**src/logic/ast_regs.svh**
```systemverilog
// Constants for the asynchronous serial transceiver
`ifndef AST_REGS_SVH
`define AST_REGS_SVH
// Mode register fields
`define AST_MODE_EN_BIT      15
`define AST_MODE_ALT_BIT     10
`define AST_MODE_FMT_HI      2
`define AST_MODE_FMT_LO      1
`define AST_MODE_STOP_BIT    0
`define AST_MODE_RESET       16'h0000
// Status/control register fields
`define AST_STA_TXISEL_BIT   15
`define AST_STA_BRK_BIT      11
`define AST_STA_TXEN_BIT     10
`define AST_STA_TXBF_BIT     9
`define AST_STA_SHE_BIT      8
`define AST_STA_RXISEL_HI    7
`define AST_STA_RXISEL_LO    6
`define AST_STA_RECEIVER_IDLE_FLAG_BIT    4
`define AST_STA_PARITY_ERROR_FLAG_BIT     3
`define AST_STA_FRAMING_ERROR_FLAG_BIT     2
`define AST_STA_OVERRUN_FLAG_BIT     1
`define AST_STA_RXDA_BIT     0
`define AST_STA_RESET        16'h0110
// Timing
`define AST_OVERSAMPLE       16
`define AST_MID_SAMPLE       4'h7
`define AST_RX_THREE         3
`define AST_BAUD_RESET       16'h0000
`endif

```
**src/logic/ast_pkg.sv**
```systemverilog
// Types for the asynchronous serial transceiver
package ast_pkg;
    typedef enum logic [1:0]
    {
        AST_FMT_8N = 2'b00,
        AST_FMT_8E = 2'b01,
        AST_FMT_8O = 2'b10,
        AST_FMT_9N = 2'b11
    } ast_fmt_t;
    typedef enum logic [2:0]
    {
        AST_S_IDLE  = 3'b000,
        AST_S_START = 3'b001,
        AST_S_DATA  = 3'b010,
        AST_S_PAR   = 3'b011,
        AST_S_STOP  = 3'b100,
        AST_S_WAIT  = 3'b101
    } ast_state_t;
endpackage : ast_pkg

```
**src/logic/ast_uart.sv**
```systemverilog
// Asynchronous serial transceiver core: baud divider, transmitter, receiver
`timescale 1ns/1ps
`default_nettype none
`include "ast_regs.svh"
module ast_uart
    import ast_pkg::*;
(
    input  wire logic        i_clk,
    input  wire logic        i_resetn,
    input  wire logic [15:0] i_mode,
    input  wire logic [15:0] i_baud_div,
    input  wire logic        i_txisel,
    input  wire logic [1:0]  i_rxisel,
    input  wire logic        i_txen_set,
    input  wire logic        i_txen_clr,
    input  wire logic        i_brk_set,
    input  wire logic        i_brk_clr,
    input  wire logic        i_tx_wr,
    input  wire logic [8:0]  i_tx_data,
    input  wire logic        i_rx_rd,
    input  wire logic        i_overrun_flag_clr,
    input  wire logic        i_rx_pin,
    input  wire logic        i_alt_rx_pin,
    output logic             o_tx_pin,
    output logic             o_tx_oe,
    output logic             o_alt_tx_pin,
    output logic             o_alt_tx_oe,
    output logic [15:0]      o_status,
    output logic [8:0]       o_rx_data,
    output logic             o_tx_irq,
    output logic             o_rx_irq
);
    // ----------------------------------------
    // Mode decode
    // ----------------------------------------
    wire       en       = i_mode[`AST_MODE_EN_BIT];
    wire       alt      = i_mode[`AST_MODE_ALT_BIT];
    wire [1:0] fmt_bits = i_mode[`AST_MODE_FMT_HI:`AST_MODE_FMT_LO];
    wire       two_stop = i_mode[`AST_MODE_STOP_BIT];
    wire       nine     = (fmt_bits == AST_FMT_9N);
    wire       has_par  = (fmt_bits == AST_FMT_8E) || (fmt_bits == AST_FMT_8O);
    wire       odd_par  = (fmt_bits == AST_FMT_8O);
    wire [3:0] nbits    = nine ? 4'h9 : 4'h8;

    // Parity over the low eight bits
    function automatic logic par_of(input logic [8:0] d, input logic odd);
        par_of = (^d[7:0]) ^ odd;
    endfunction : par_of

    // ----------------------------------------
    // Baud divider and 16x tick
    // ----------------------------------------
    logic [15:0] baud_cnt;
    logic [3:0]  tx_sub;
    logic        tick16;
    logic        txen;
    wire         baud_restart = !en || (i_txen_set && !txen);

    // Counter cleared on disable so a fresh enable starts clean
    always_ff @(posedge i_clk)
    begin
        if (!i_resetn || baud_restart)
        begin
            baud_cnt <= `AST_BAUD_RESET;
            tick16   <= 1'b0;
        end
        else if (baud_cnt >= i_baud_div)
        begin
            baud_cnt <= `AST_BAUD_RESET;
            tick16   <= 1'b1;
        end
        else
        begin
            baud_cnt <= baud_cnt + 16'h0001;
            tick16   <= 1'b0;
        end
    end

    // Transmit bit tick: one per 16 subticks, first at restart
    wire tx_bit_tick = tick16 && (tx_sub == 4'h0);
    always_ff @(posedge i_clk)
    begin
        if (!i_resetn || baud_restart)
        begin
            tx_sub <= 4'h0;
        end
        else if (tick16)
        begin
            tx_sub <= tx_sub + 4'h1;
        end
    end

    // ----------------------------------------
    // Input synchronisers and pin mux
    // ----------------------------------------
    logic [1:0] rx_sync;
    logic [1:0] arx_sync;
    always_ff @(posedge i_clk)
    begin
        if (!i_resetn)
        begin
            rx_sync  <= 2'b11;
            arx_sync <= 2'b11;
        end
        else
        begin
            rx_sync  <= {rx_sync[0], i_rx_pin};
            arx_sync <= {arx_sync[0], i_alt_rx_pin};
        end
    end
    wire rx_line = alt ? arx_sync[1] : rx_sync[1];

    // ----------------------------------------
    // Transmit buffer and shifter
    // ----------------------------------------
    logic [8:0]  txf_head;
    logic [2:0]  txf_count;
    logic        brk;
    ast_state_t  tx_state;
    logic [3:0]  tx_idx;
    logic [8:0]  tx_shift;
    logic        tx_line;
    wire         txf_full = (txf_count == 3'h4);
    wire         tx_load  = en && txen && !brk && (tx_state == AST_S_IDLE)
                            && (txf_count != 3'h0);
    wire         tx_push  = en && i_tx_wr && !txf_full;

    ast_fifo #(.WIDTH(9), .DEPTH(4)) u_txf (
        .i_clk   (i_clk),
        .i_resetn(i_resetn),
        .i_flush (!en),
        .i_push  (tx_push),
        .i_data  (i_tx_data),
        .i_pop   (tx_load),
        .o_head  (txf_head),
        .o_count (txf_count)
    );

    // Transmit state machine, one bit per transmit tick
    always_ff @(posedge i_clk)
    begin
        if (!i_resetn || !en)
        begin
            tx_state <= AST_S_IDLE;
            tx_idx   <= 4'h0;
            tx_shift <= 9'h000;
            tx_line  <= 1'b1;
        end
        else
        begin
            case (tx_state)
                AST_S_IDLE:
                begin
                    tx_line <= 1'b1;
                    if (tx_load)
                    begin
                        tx_shift <= txf_head;
                        tx_state <= AST_S_START;
                    end
                end
                AST_S_START:
                begin
                    if (tx_bit_tick)
                    begin
                        tx_line  <= 1'b0;
                        tx_idx   <= 4'h0;
                        tx_state <= AST_S_DATA;
                    end
                end
                AST_S_DATA:
                begin
                    if (tx_bit_tick)
                    begin
                        tx_line  <= tx_shift[tx_idx];
                        tx_idx   <= tx_idx + 4'h1;
                        if (tx_idx == nbits - 4'h1)
                        begin
                            tx_state <= has_par ? AST_S_PAR : AST_S_STOP;
                            tx_idx   <= 4'h0;
                        end
                    end
                end
                AST_S_PAR:
                begin
                    if (tx_bit_tick)
                    begin
                        tx_line  <= par_of(tx_shift, odd_par);
                        tx_state <= AST_S_STOP;
                    end
                end
                AST_S_STOP:
                begin
                    if (tx_bit_tick)
                    begin
                        tx_line <= 1'b1;
                        tx_idx  <= tx_idx + 4'h1;
                        if (tx_idx == {3'h0, two_stop})
                        begin
                            tx_state <= AST_S_WAIT;
                        end
                    end
                end
                AST_S_WAIT:
                begin
                    if (tx_bit_tick)
                    begin
                        tx_state <= AST_S_IDLE;
                    end
                end
                default:
                begin
                    tx_state <= AST_S_IDLE;
                end
            endcase
        end
    end

    // ----------------------------------------
    // Receiver
    // ----------------------------------------
    ast_state_t rx_state;
    logic [3:0] rx_sub;
    logic [3:0] rx_idx;
    logic [8:0] rx_shift;
    logic       rx_parity_error_flag;
    logic       rx_framing_error_flag;
    logic       rx_pend;
    logic       overrun_flag;
    logic       rx_line_q;
    logic [10:0] rxf_head;
    logic [2:0]  rxf_count;
    wire        rx_samp = tick16 && (rx_sub == `AST_MID_SAMPLE);
    wire        rxf_full = (rxf_count == 3'h4);
    wire        rx_push  = en && rx_pend && !rxf_full;
    wire        rx_pop   = en && i_rx_rd;
    wire        rx_done  = rx_samp && (rx_state == AST_S_STOP)
                           && (rx_idx == {3'h0, two_stop});
    // Stop bit seen with a full buffer: the word stays in the shifter
    wire        set_overrun_flag = rx_done && rxf_full;

    ast_fifo #(.WIDTH(11), .DEPTH(4)) u_rxf (
        .i_clk   (i_clk),
        .i_resetn(i_resetn),
        .i_flush (!en),
        .i_push  (rx_push),
        .i_data  ({rx_framing_error_flag, rx_parity_error_flag, rx_shift}),
        .i_pop   (rx_pop),
        .o_head  (rxf_head),
        .o_count (rxf_count)
    );

    // Character framing; held off entirely while overrun stands
    always_ff @(posedge i_clk)
    begin
        if (!i_resetn || !en)
        begin
            rx_state  <= AST_S_IDLE;
            rx_sub    <= 4'h0;
            rx_idx    <= 4'h0;
            rx_shift  <= 9'h000;
            rx_parity_error_flag   <= 1'b0;
            rx_framing_error_flag   <= 1'b0;
            rx_pend   <= 1'b0;
            rx_line_q <= 1'b1;
        end
        else
        begin
            rx_line_q <= rx_line;
            if (rx_push)
            begin
                rx_pend <= 1'b0;
            end
            if (tick16)
            begin
                rx_sub <= rx_sub + 4'h1;
            end
            case (rx_state)
                AST_S_IDLE:
                begin
                    if (!overrun_flag && rx_line_q && !rx_line)
                    begin
                        rx_state <= AST_S_START;
                        rx_sub   <= 4'h0;
                    end
                end
                AST_S_START:
                begin
                    if (rx_samp)
                    begin
                        rx_state <= rx_line ? AST_S_IDLE : AST_S_DATA;
                        rx_idx   <= 4'h0;
                        rx_shift <= 9'h000;
                    end
                end
                AST_S_DATA:
                begin
                    if (rx_samp)
                    begin
                        rx_shift[rx_idx] <= rx_line;
                        rx_idx <= rx_idx + 4'h1;
                        if (rx_idx == nbits - 4'h1)
                        begin
                            rx_state <= has_par ? AST_S_PAR : AST_S_STOP;
                            rx_idx   <= 4'h0;
                        end
                    end
                end
                AST_S_PAR:
                begin
                    if (rx_samp)
                    begin
                        rx_parity_error_flag  <= (rx_line != par_of(rx_shift, odd_par));
                        rx_state <= AST_S_STOP;
                    end
                end
                AST_S_STOP:
                begin
                    if (rx_samp)
                    begin
                        if (rx_idx == 4'h0)
                        begin
                            rx_framing_error_flag <= !rx_line;
                        end
                        else if (!rx_line)
                        begin
                            rx_framing_error_flag <= 1'b1;
                        end
                        rx_idx <= rx_idx + 4'h1;
                        // Held word waits in the shifter with rx_pend set until the buffer has room
                        if (rx_done)
                        begin
                            rx_pend  <= 1'b1;
                            rx_state <= AST_S_WAIT;
                        end
                    end
                end
                AST_S_WAIT:
                begin
                    // A long break must end before the next start is sought
                    if (rx_line)
                    begin
                        rx_state <= AST_S_IDLE;
                        if (!rx_pend)
                        begin
                            rx_parity_error_flag <= 1'b0;
                            rx_framing_error_flag <= 1'b0;
                        end
                    end
                end
                default:
                begin
                    rx_state <= AST_S_IDLE;
                end
            endcase
        end
    end

    // ----------------------------------------
    // Control flags and events
    // ----------------------------------------
    wire [2:0] rx_next_cnt = rxf_count + 3'h1;
    wire rx_evt = rx_push && ((i_rxisel[1] == 1'b0)
                  || (i_rxisel == 2'b10 && rx_next_cnt == `AST_RX_THREE)
                  || (i_rxisel == 2'b11 && rx_next_cnt == 3'h4));
    wire tx_evt = tx_load && (!i_txisel || txf_count == 3'h1);
    wire tx_busy = (tx_state != AST_S_IDLE);

    // Set of overrun beats software clear
    always_ff @(posedge i_clk)
    begin
        if (!i_resetn || !en)
        begin
            txen     <= 1'b0;
            brk      <= 1'b0;
            overrun_flag     <= 1'b0;
            o_tx_irq <= 1'b0;
            o_rx_irq <= 1'b0;
        end
        else
        begin
            txen     <= i_txen_set ? 1'b1 : (i_txen_clr ? 1'b0 : txen);
            brk      <= i_brk_set ? 1'b1 : (i_brk_clr ? 1'b0 : brk);
            overrun_flag     <= set_overrun_flag ? 1'b1 : (i_overrun_flag_clr ? 1'b0 : overrun_flag);
            o_tx_irq <= tx_evt;
            o_rx_irq <= rx_evt;
        end
    end

    // ----------------------------------------
    // Registered pins and status
    // ----------------------------------------
    wire tx_out = brk ? 1'b0 : tx_line;
    always_ff @(posedge i_clk)
    begin
        if (!i_resetn)
        begin
            o_tx_pin     <= 1'b1;
            o_tx_oe      <= 1'b0;
            o_alt_tx_pin <= 1'b1;
            o_alt_tx_oe  <= 1'b0;
            o_status     <= `AST_STA_RESET;
            o_rx_data    <= 9'h000;
        end
        else
        begin
            o_tx_pin     <= alt ? 1'b1 : tx_out;
            o_tx_oe      <= en && !alt;
            o_alt_tx_pin <= alt ? tx_out : 1'b1;
            o_alt_tx_oe  <= en && alt;
            o_rx_data    <= rxf_head[8:0];
            o_status     <= 16'h0000;
            o_status[`AST_STA_TXISEL_BIT] <= i_txisel;
            o_status[`AST_STA_BRK_BIT]    <= brk;
            o_status[`AST_STA_TXEN_BIT]   <= txen;
            o_status[`AST_STA_TXBF_BIT]   <= txf_full;
            o_status[`AST_STA_SHE_BIT]    <= !tx_busy;
            o_status[`AST_STA_RXISEL_HI:`AST_STA_RXISEL_LO] <= i_rxisel;
            o_status[`AST_STA_RECEIVER_IDLE_FLAG_BIT]  <= (rx_state == AST_S_IDLE);
            o_status[`AST_STA_PARITY_ERROR_FLAG_BIT]   <= (rxf_count != 3'h0) && rxf_head[9];
            o_status[`AST_STA_FRAMING_ERROR_FLAG_BIT]   <= (rxf_count != 3'h0) && rxf_head[10];
            o_status[`AST_STA_OVERRUN_FLAG_BIT]   <= overrun_flag;
            o_status[`AST_STA_RXDA_BIT]   <= (rxf_count != 3'h0);
        end
    end
endmodule : ast_uart
`default_nettype wire

```
**src/logic/ast_fifo.sv**
```systemverilog
// Small synchronous FIFO used by both directions
`timescale 1ns/1ps
`default_nettype none
module ast_fifo #(
    parameter int WIDTH = 9,
    parameter int DEPTH = 4
) (
    input  wire logic             i_clk,
    input  wire logic             i_resetn,
    input  wire logic             i_flush,
    input  wire logic             i_push,
    input  wire logic [WIDTH-1:0] i_data,
    input  wire logic             i_pop,
    output logic      [WIDTH-1:0] o_head,
    output logic      [2:0]       o_count
);
    // ----------------------------------------
    // Storage, shifted toward the head on pop
    // ----------------------------------------
    logic [WIDTH-1:0] mem [DEPTH];
    logic [2:0]       count;
    wire              do_pop  = i_pop && (count != 3'h0);
    wire              do_push = i_push && ((count != DEPTH[2:0]) || do_pop);
    wire  [2:0]       wr_idx  = do_pop ? count - 3'h1 : count;

    assign o_head  = mem[0];
    assign o_count = count;

    // Empty pop keeps contents and head untouched
    always_ff @(posedge i_clk)
    begin
        if (!i_resetn || i_flush)
        begin
            count <= 3'h0;
        end
        else
        begin
            if (do_pop)
            begin
                for (int i = 0; i < DEPTH - 1; i++)
                begin
                    mem[i] <= mem[i+1];
                end
            end
            if (do_push)
            begin
                mem[wr_idx[1:0]] <= i_data;
            end
            count <= count + {2'h0, do_push} - {2'h0, do_pop};
        end
    end
endmodule : ast_fifo
`default_nettype wire

```
**config.mk**
```make
export PLATFORM = sky130hd
export DESIGN_NAME = ast_uart
export DESIGN_NICKNAME = d
export VERILOG_FILES = /design/src/logic/ast_pkg.sv /design/src/logic/ast_uart.sv /design/src/logic/ast_fifo.sv
export VERILOG_INCLUDE_DIRS = /design/src /design/src/logic
export SDC_FILE = /design/constraint.sdc
export NUM_CORES = 1
export LEC_CHECK = 0
export BUFFER_PORTS_ARGS = -buffer_cell sky130_fd_sc_hd__buf_4
export CAP_MARGIN = 20
export CORE_AREA = 2 2 183 185
export DETAILED_ROUTE_END_ITERATION = 10
export DIE_AREA = 0 0 185 187
export GPL_ROUTABILITY_DRIVEN = 1
export GPL_TIMING_DRIVEN = 0
export PLACE_DENSITY_LB_ADDON = 0.15
export SLEW_MARGIN = 10
export SYNTH_ARGS = -nofsm -noshare
export SYNTH_HDL_FRONTEND = slang
export SYNTH_SLANG_ARGS = --single-unit
export TNS_END_PERCENT = 1
```
**constraint.sdc**
```tcl
create_clock -name i_clk -period 3.08 [get_ports i_clk]
set_input_delay 0.462 -clock i_clk [delete_from_list [all_inputs] [get_ports i_clk]]
set_output_delay 0.462 -clock i_clk [all_outputs]
set_load 0.01 [all_outputs]
```
Word level (Yosys, flattened, before mapping). Memory sizes are Yosys's and may differ from the RTL's. A register that Yosys moved wholly into a read port is not among the register bits. Cells that the tools add are included.

Add/subtract/negate cells: 13. Order comparisons: 4. Equal/unequal tests: 46. Multiplexer cells: 82. Bitwise logic cells: 4. Reduce and logical (&&, ||, !) cells: 80.

Operators with widths (number): $mux W3 (17); $mux W4 (11); $mux W1 (38); $pmux W3 S6 (2); $ne A2 B2 Y1 const B (17); $logic_and A1 B1 Y1 (30); $pmux W4 S3 (2); $eq A3 B3 Y1 const B (7); $mux W9 (2); $pmux W9 S2 (1); $add A16 B1 Y16 const B (1); $add A4 B1 Y4 const B (4); $ge A16 B16 Y1 (1); $reduce_and A8 Y1 (2); $reduce_xor A8 Y1 (2); $eq A3 B2 Y1 const B (5); $reduce_bool A3 Y1 (5); $reduce_and A4 Y1 (3); $reduce_bool A2 Y1 (6); $logic_not A1 Y1 (11); $lt A4 B5 Y1 const B (2); $reduce_and A5 Y1 (2); $bwmux W9 (1); $eq A3 B1 Y1 const B (3); other kinds (28) (54).

Bits in registers: 97. Memory bits (writable): 80. Input port bits: 55. Output and inout bits: 31. Logic and storage cells: 261. Memories kept: 2.

Memories: u_rxf.mem (depth 4, bits a word 11, read ports 4, clocked after Yosys merged registers in 0, wr ports 4, line ast_fifo.sv:20) `logic [WIDTH-1:0] mem [DEPTH];`; u_txf.mem (depth 4, bits a word 9, read ports 4, clocked after Yosys merged registers in 1, wr ports 4, line ast_fifo.sv:20).

Longest topological paths before layout.
Word-level depth: 10. Gate-level depth with buffers: 13. Depth with buffers taken out: 12.

Hierarchy. A second synthesis with hierarchy kept.

Cell total of the unflattened synthesis: 792. Area total of the unflattened synthesis: 8738.4 um^2.

Modules (own cells, without submodules): ast_uart (instances 1, cells an instance 553, area each 4904.7 um^2, seq. area each 1921.8 um^2); ast_fifo (u_rxf) (instances 1, cells an instance 128, area each 2093.3 um^2, seq. area each 1381.3 um^2); ast_fifo (u_txf) (instances 1, cells an instance 111, area each 1740.4 um^2, seq. area each 1141.1 um^2).

Least setup slack after synthesis. OpenSTA, ideal clock, no wires.

Path kind: register to register. Start point: register u_txf.count[1], in the netlist u_txf.o_count[1]. End point: memory u_txf.mem[4][0], in the netlist u_txf.mem[2][0], enable pin. Setup time: 0.387 ns. Data arrival time: 2.453 ns. Data required time: 2.693 ns. Path slack: 0.239 ns. Stages on the path, launching flop included: 9. Buffers on the path: 1. Period minus slack after synthesis: 2.841 ns. Path through: dfxtp_1 inv_1 ha_1 nor2b_1 nor4_4 buf_2 ha_1 nand3_1 o21ai_0.

RTL lines: from (decl) (line ast_fifo.sv:21) `logic [2:0] count;`; from (signal assigned) (line ast_fifo.sv:49) `count <= count + {2'h0, do_push} - {2'h0, do_pop};`; to (decl) (line ast_fifo.sv:20).

Worst setup path after layout.
Start point: register tx_state[0]. End point: register u_txf.count[2], in the netlist u_txf.o_count[2].

Longest elaborated chain between the ends: 8.

Ends and longest elaborated chain: from (decl) (line ast_uart.sv:119) `ast_state_t tx_state;`; from (signal assigned) (line ast_uart.sv:178) `tx_state <= has_par ? AST_S_PAR : AST_S_STOP;`; $logic_not A3 Y1 * (line ast_uart.sv:124) `wire tx_load = en && txen && !brk && (tx_state == AST_S_IDLE)`; $logic_and A1 B1 Y1 * (line ast_uart.sv:124); $logic_and A1 B1 Y1 * (line ast_uart.sv:125) `&& (txf_count != 3'h0);`; $logic_and A1 B1 Y1 * (line ast_fifo.sv:22) `wire do_pop = i_pop && (count != 3'h0);`; $logic_or A1 B1 Y1 (line ast_fifo.sv:23) `wire do_push = i_push && ((count != DEPTH[2:0]) || do_pop);`; $logic_and A1 B1 Y1 (line ast_fifo.sv:23); $add A3 B1 Y3 (line ast_fifo.sv:49); $sub A3 B1 Y3 * (line ast_fifo.sv:49).

Mark *: on every way between the ends. The rest lies on a longest branch, timed or not. A chain may end at the register's enable or synchronous reset.

==> flow_metrics.tcl <==
set metrics [dict create \
    avgRoutedWirePerCell_um 14.05 \
    drt_wl_total_um 18240 \
    syn_inst 743 \
    synth-main-ff-cell "dfxtp_1" \
    dp_hpwl_um 13500 \
    cts_tree "yes" \
    yosysSeqAreaShare_pct 52.89 \
    cap_violations 0 \
    rows 67 \
    stdcell_area_um2 10110 \
    first_pass_iters 4 \
    endpoint "u_txf.o_count[2]$_SDFF_PP0_" \
    path_max_fanout 10 \
    max_freq_ghz 0.3439 \
    io_pins 86 \
    utilization_pct 30.78 \
    finalCriticalPeriod_ns 2.908 \
    fp.dieH_um 187 \
    cts_buffers 17 \
    viasPerCell 4.218 \
    synth.yosys.warnings 0 \
    ys_seq_elements 182 \
    hold_violations 0 \
    r2r-start "tx_state[0]$_SDFFE_PP0P_" \
    fin_worst_skew_ns 0.01826 \
    cts.sinks 182 \
    critPathKind "reg -> reg" \
    drc 0 \
    synth_area_per_cell_um2 11.31 \
    first_global_vias 5490 \
    clkPwrFrac_pct 44.7 \
    power_mw 4.937 \
    end_kind "register" \
    swShare_pct 22.68 \
    cp_slowest_cell "or3_4" \
    relSlewSlack_pct 30.45 \
    initial_core_util_pct 25.57 \
    slowest_delay_ns 0.44 \
    syn_to_final_growth_pct 20.35 \
    antenna_cells 0 \
    synth_area_um2 8403 \
    r2r_cells 12 \
    layout.nets 932 \
    reg2reg_slack_ns 0.17 \
    arrival_ns 3.21 \
    grt_overflow 0 \
    crit_required_ns 3.39 \
    async_flop_share_pct 0 \
    layout-drive-gt1-share_pct 22.47 \
    grt_max_degree 17 \
    status "finished, final reports clean" \
    antenna_found_initial 0 \
    cts-root-buf "clkbuf_16" \
    place_area_um2 9523 \
    r2r-end "u_txf.o_count[2]$_SDFF_PP0_" \
    synth.distinct_cells 65 \
    startpoint "tx_state[0]$_SDFFE_PP0P_" \
    grt.total_usage_pct 11.17 \
    nFillCells 3393 \
    synth_edf_count 80 \
    cts_hold_buf 0 \
    grt_pass1_wl_um 29930 \
    worst_pin_slew_ns 1.029 \
    hold_class "in -> reg" \
    core_area_um2 32860 \
    worst_skew_pair.late_latency_ns 0.44 \
    fin_crit_sh_pct 94.41 \
    drt_iter0_markers 257 \
    crit_chain "buf_2 > or3_4 > nor4_4 > buf_6 > ha_1 > inv_1 > ha_1 > inv_1 > fa_1 > xor2_1 > xnor2_1 > nor2_1" \
    clk_pin_slew_worst_paths_ns 0.08 \
    power_density_nw_per_um2 488.1 \
    p_comb_share_pct 4.1 \
    regArea_um2 4444 \
    power_frac_seq_pct 51.2 \
    via_count 5475 \
    net-switching-power_mw 1.120 \
    startpoint_type "register" \
    die_x_um 185 \
    report.final.slew_viol_count 0 \
    p_int_mw 3.817 \
    ir_drop_mv 0.3507 \
    multiInputGateArea_um2 3671 \
    io_buffers 70 \
    clockBufferDepth 2 \
    ctsHtreeMaxLevel 4 \
    setup_viol 0 \
    dieArea_um2 34600 \
    place_congestion 0.7766 \
    p_leak_nw 3.710 \
    ant_nets 0 \
]
==> synth_stat cells (6+ instances only) <==
cell | number | area [µm²]
a21oi_1 | 35 | 175.2
and2_1 | 19 | 118.9
nor2b_1 | 6 | 37.54
edfxtp_1 | 80 | 2402
xnor2_1 | 29 | 254.0
nand2b_1 | 19 | 118.9
nand3_1 | 23 | 115.1
ha_1 | 37 | 462.9
nand2_1 | 35 | 131.4
dfxtp_1 | 102 | 2042
mux2_2 | 62 | 698.2
clkbuf_1 | 22 | 82.58
xor2_1 | 20 | 175.2
mux2i_1 | 16 | 160.2
o21ai_0 | 21 | 105.1
nand4_1 | 9 | 56.30
a21o_1 | 7 | 52.55
nor2_1 | 44 | 165.2
inv_1 | 38 | 142.6
nor3_1 | 28 | 140.1
and3_1 | 14 | 87.58
==> metal layers <==
| metal | track usage, % | vias up | share of wire (%) |
|---|---|---|---|
| met3 | 3.115 | 15 | 4.5 |
| met2 | 16.22 | 108 | 42 |
| met4 | 4.701 | 0 | 2.2 |
| met5 | 0 | - | 0 |
| met1 | 15.52 | 2537 | 51 |
| li1 | - | 2815 | - |
==> flip-flops by register name, summed over array words and instances (netlist names), 3 cells and up <==
name	cells
baud_cnt	16
o_rx_data	9
o_status	12
rx_idx	4
rx_shift	9
rx_state	3
rx_sub	4
tx_idx	4
tx_shift	9
tx_state	3
tx_sub	4
u_rxf.mem	44
u_rxf.o_count	3
u_txf.mem	36
u_txf.o_count	3
==> worst min-delay path by stage <==
stage | start | end | slack, ns | cells past startpoint
after detailed placement | rx_sync[0]$_SDFF_PN1_ | rx_sync[1]$_SDFF_PN1_ | 0.40 | 1
final | i_alt_rx_pin | arx_sync[0]$_SDFF_PN1_ | 0.21 | 2
after global placement | rx_sync[0]$_SDFF_PN1_ | rx_sync[1]$_SDFF_PN1_ | 0.39 | 1
after floorplan | arx_sync[0]$_SDFF_PN1_ | arx_sync[1]$_SDFF_PN1_ | 0.39 | 1
after global routing | i_alt_rx_pin | arx_sync[0]$_SDFF_PN1_ | 0.17 | 2
after CTS | i_alt_rx_pin | arx_sync[0]$_SDFF_PN1_ | 0.17 | 2
==> area by class of cell <==
class                   count  share of cell area, %
clock buffers              18                  4.243
plain buffers              36                  1.732
well taps                 448                  5.543
multi-input cells         490                  36.30
flip-flops and latches    182                  43.94
clock inverters            13                  1.435
inverters                  38                  1.410
repair buffers             73                  5.394
==> kinds of logic after synthesis <==
logic type	count (synthesis)	share of synthesized area, %
mux	81	10.93
xor+xnor	49	5.107
simple gates	222	14.37
flops	182	52.89
other cells	1	0.04463
fa+ha+maj	39	5.986
compound gates	95	6.968
buf+inv	74	3.708
==> power groups by stage <==
stage / clock network (mW) / logic [mW] / registers (mW)
finish: 2.20 / 0.204 / 2.53
global route: 2.38 / 0.228 / 2.53
CTS: 2.30 / 0.208 / 2.53
detailed placement: 0 / 0.207 / 2.58
global placement: 0 / 0.207 / 2.58
floorplan: 0 / 0.0975 / 2.58
==> cell usage in the layout (no fill, tap or decap), drive strengths merged, types with 6 or more instances in the layout <==
cell,count
a21o,7
a21oi,35
and2,19
and3,14
buf,86
clkbuf,41
dfxtp,102
edfxtp,80
ha,37
inv,44
mux2,63
mux2i,16
nand2,35
nand2b,19
nand3,23
nand4,10
nor2,45
nor2b,6
nor3,30
o21ai,22
xnor2,29
xor2,20
==> repair_timing <==
action                     in CTS  in global routing
buffers inserted                0                  1
pin swaps                       0                  1
setup endpoints to repair      25                 54
gates resized for setup         1                  2
==> per-stage QoR <==
stage	std cells	hold slack [ns]	setup TNS, ns	setup WS, ns
detailed placement	1266	0.3961	-0.8662	-0.05565
finish	1298	0.2055	0	0.1722
global placement	1264	0.3930	-9.041	-0.3436
global route	1298	0.1733	-0.002515	-0.002515
floorplan	746	0.3863	0	0.2391
CTS	1297	0.1722	0	0.02358
==> worst max-delay path, delay by kind of cell (launching register included) <==
| kind | cells | cell delay (ns) |
|---|---|---|
| adders and majority gates | 3 | 0.81 |
| and+or+nand+nor | 3 | 0.79 |
| buffers and inverters | 4 | 0.55 |
| xor gates and xnor gates | 2 | 0.33 |
| DFF | 1 | 0.30 |
(Power assumes the default switching activity.)
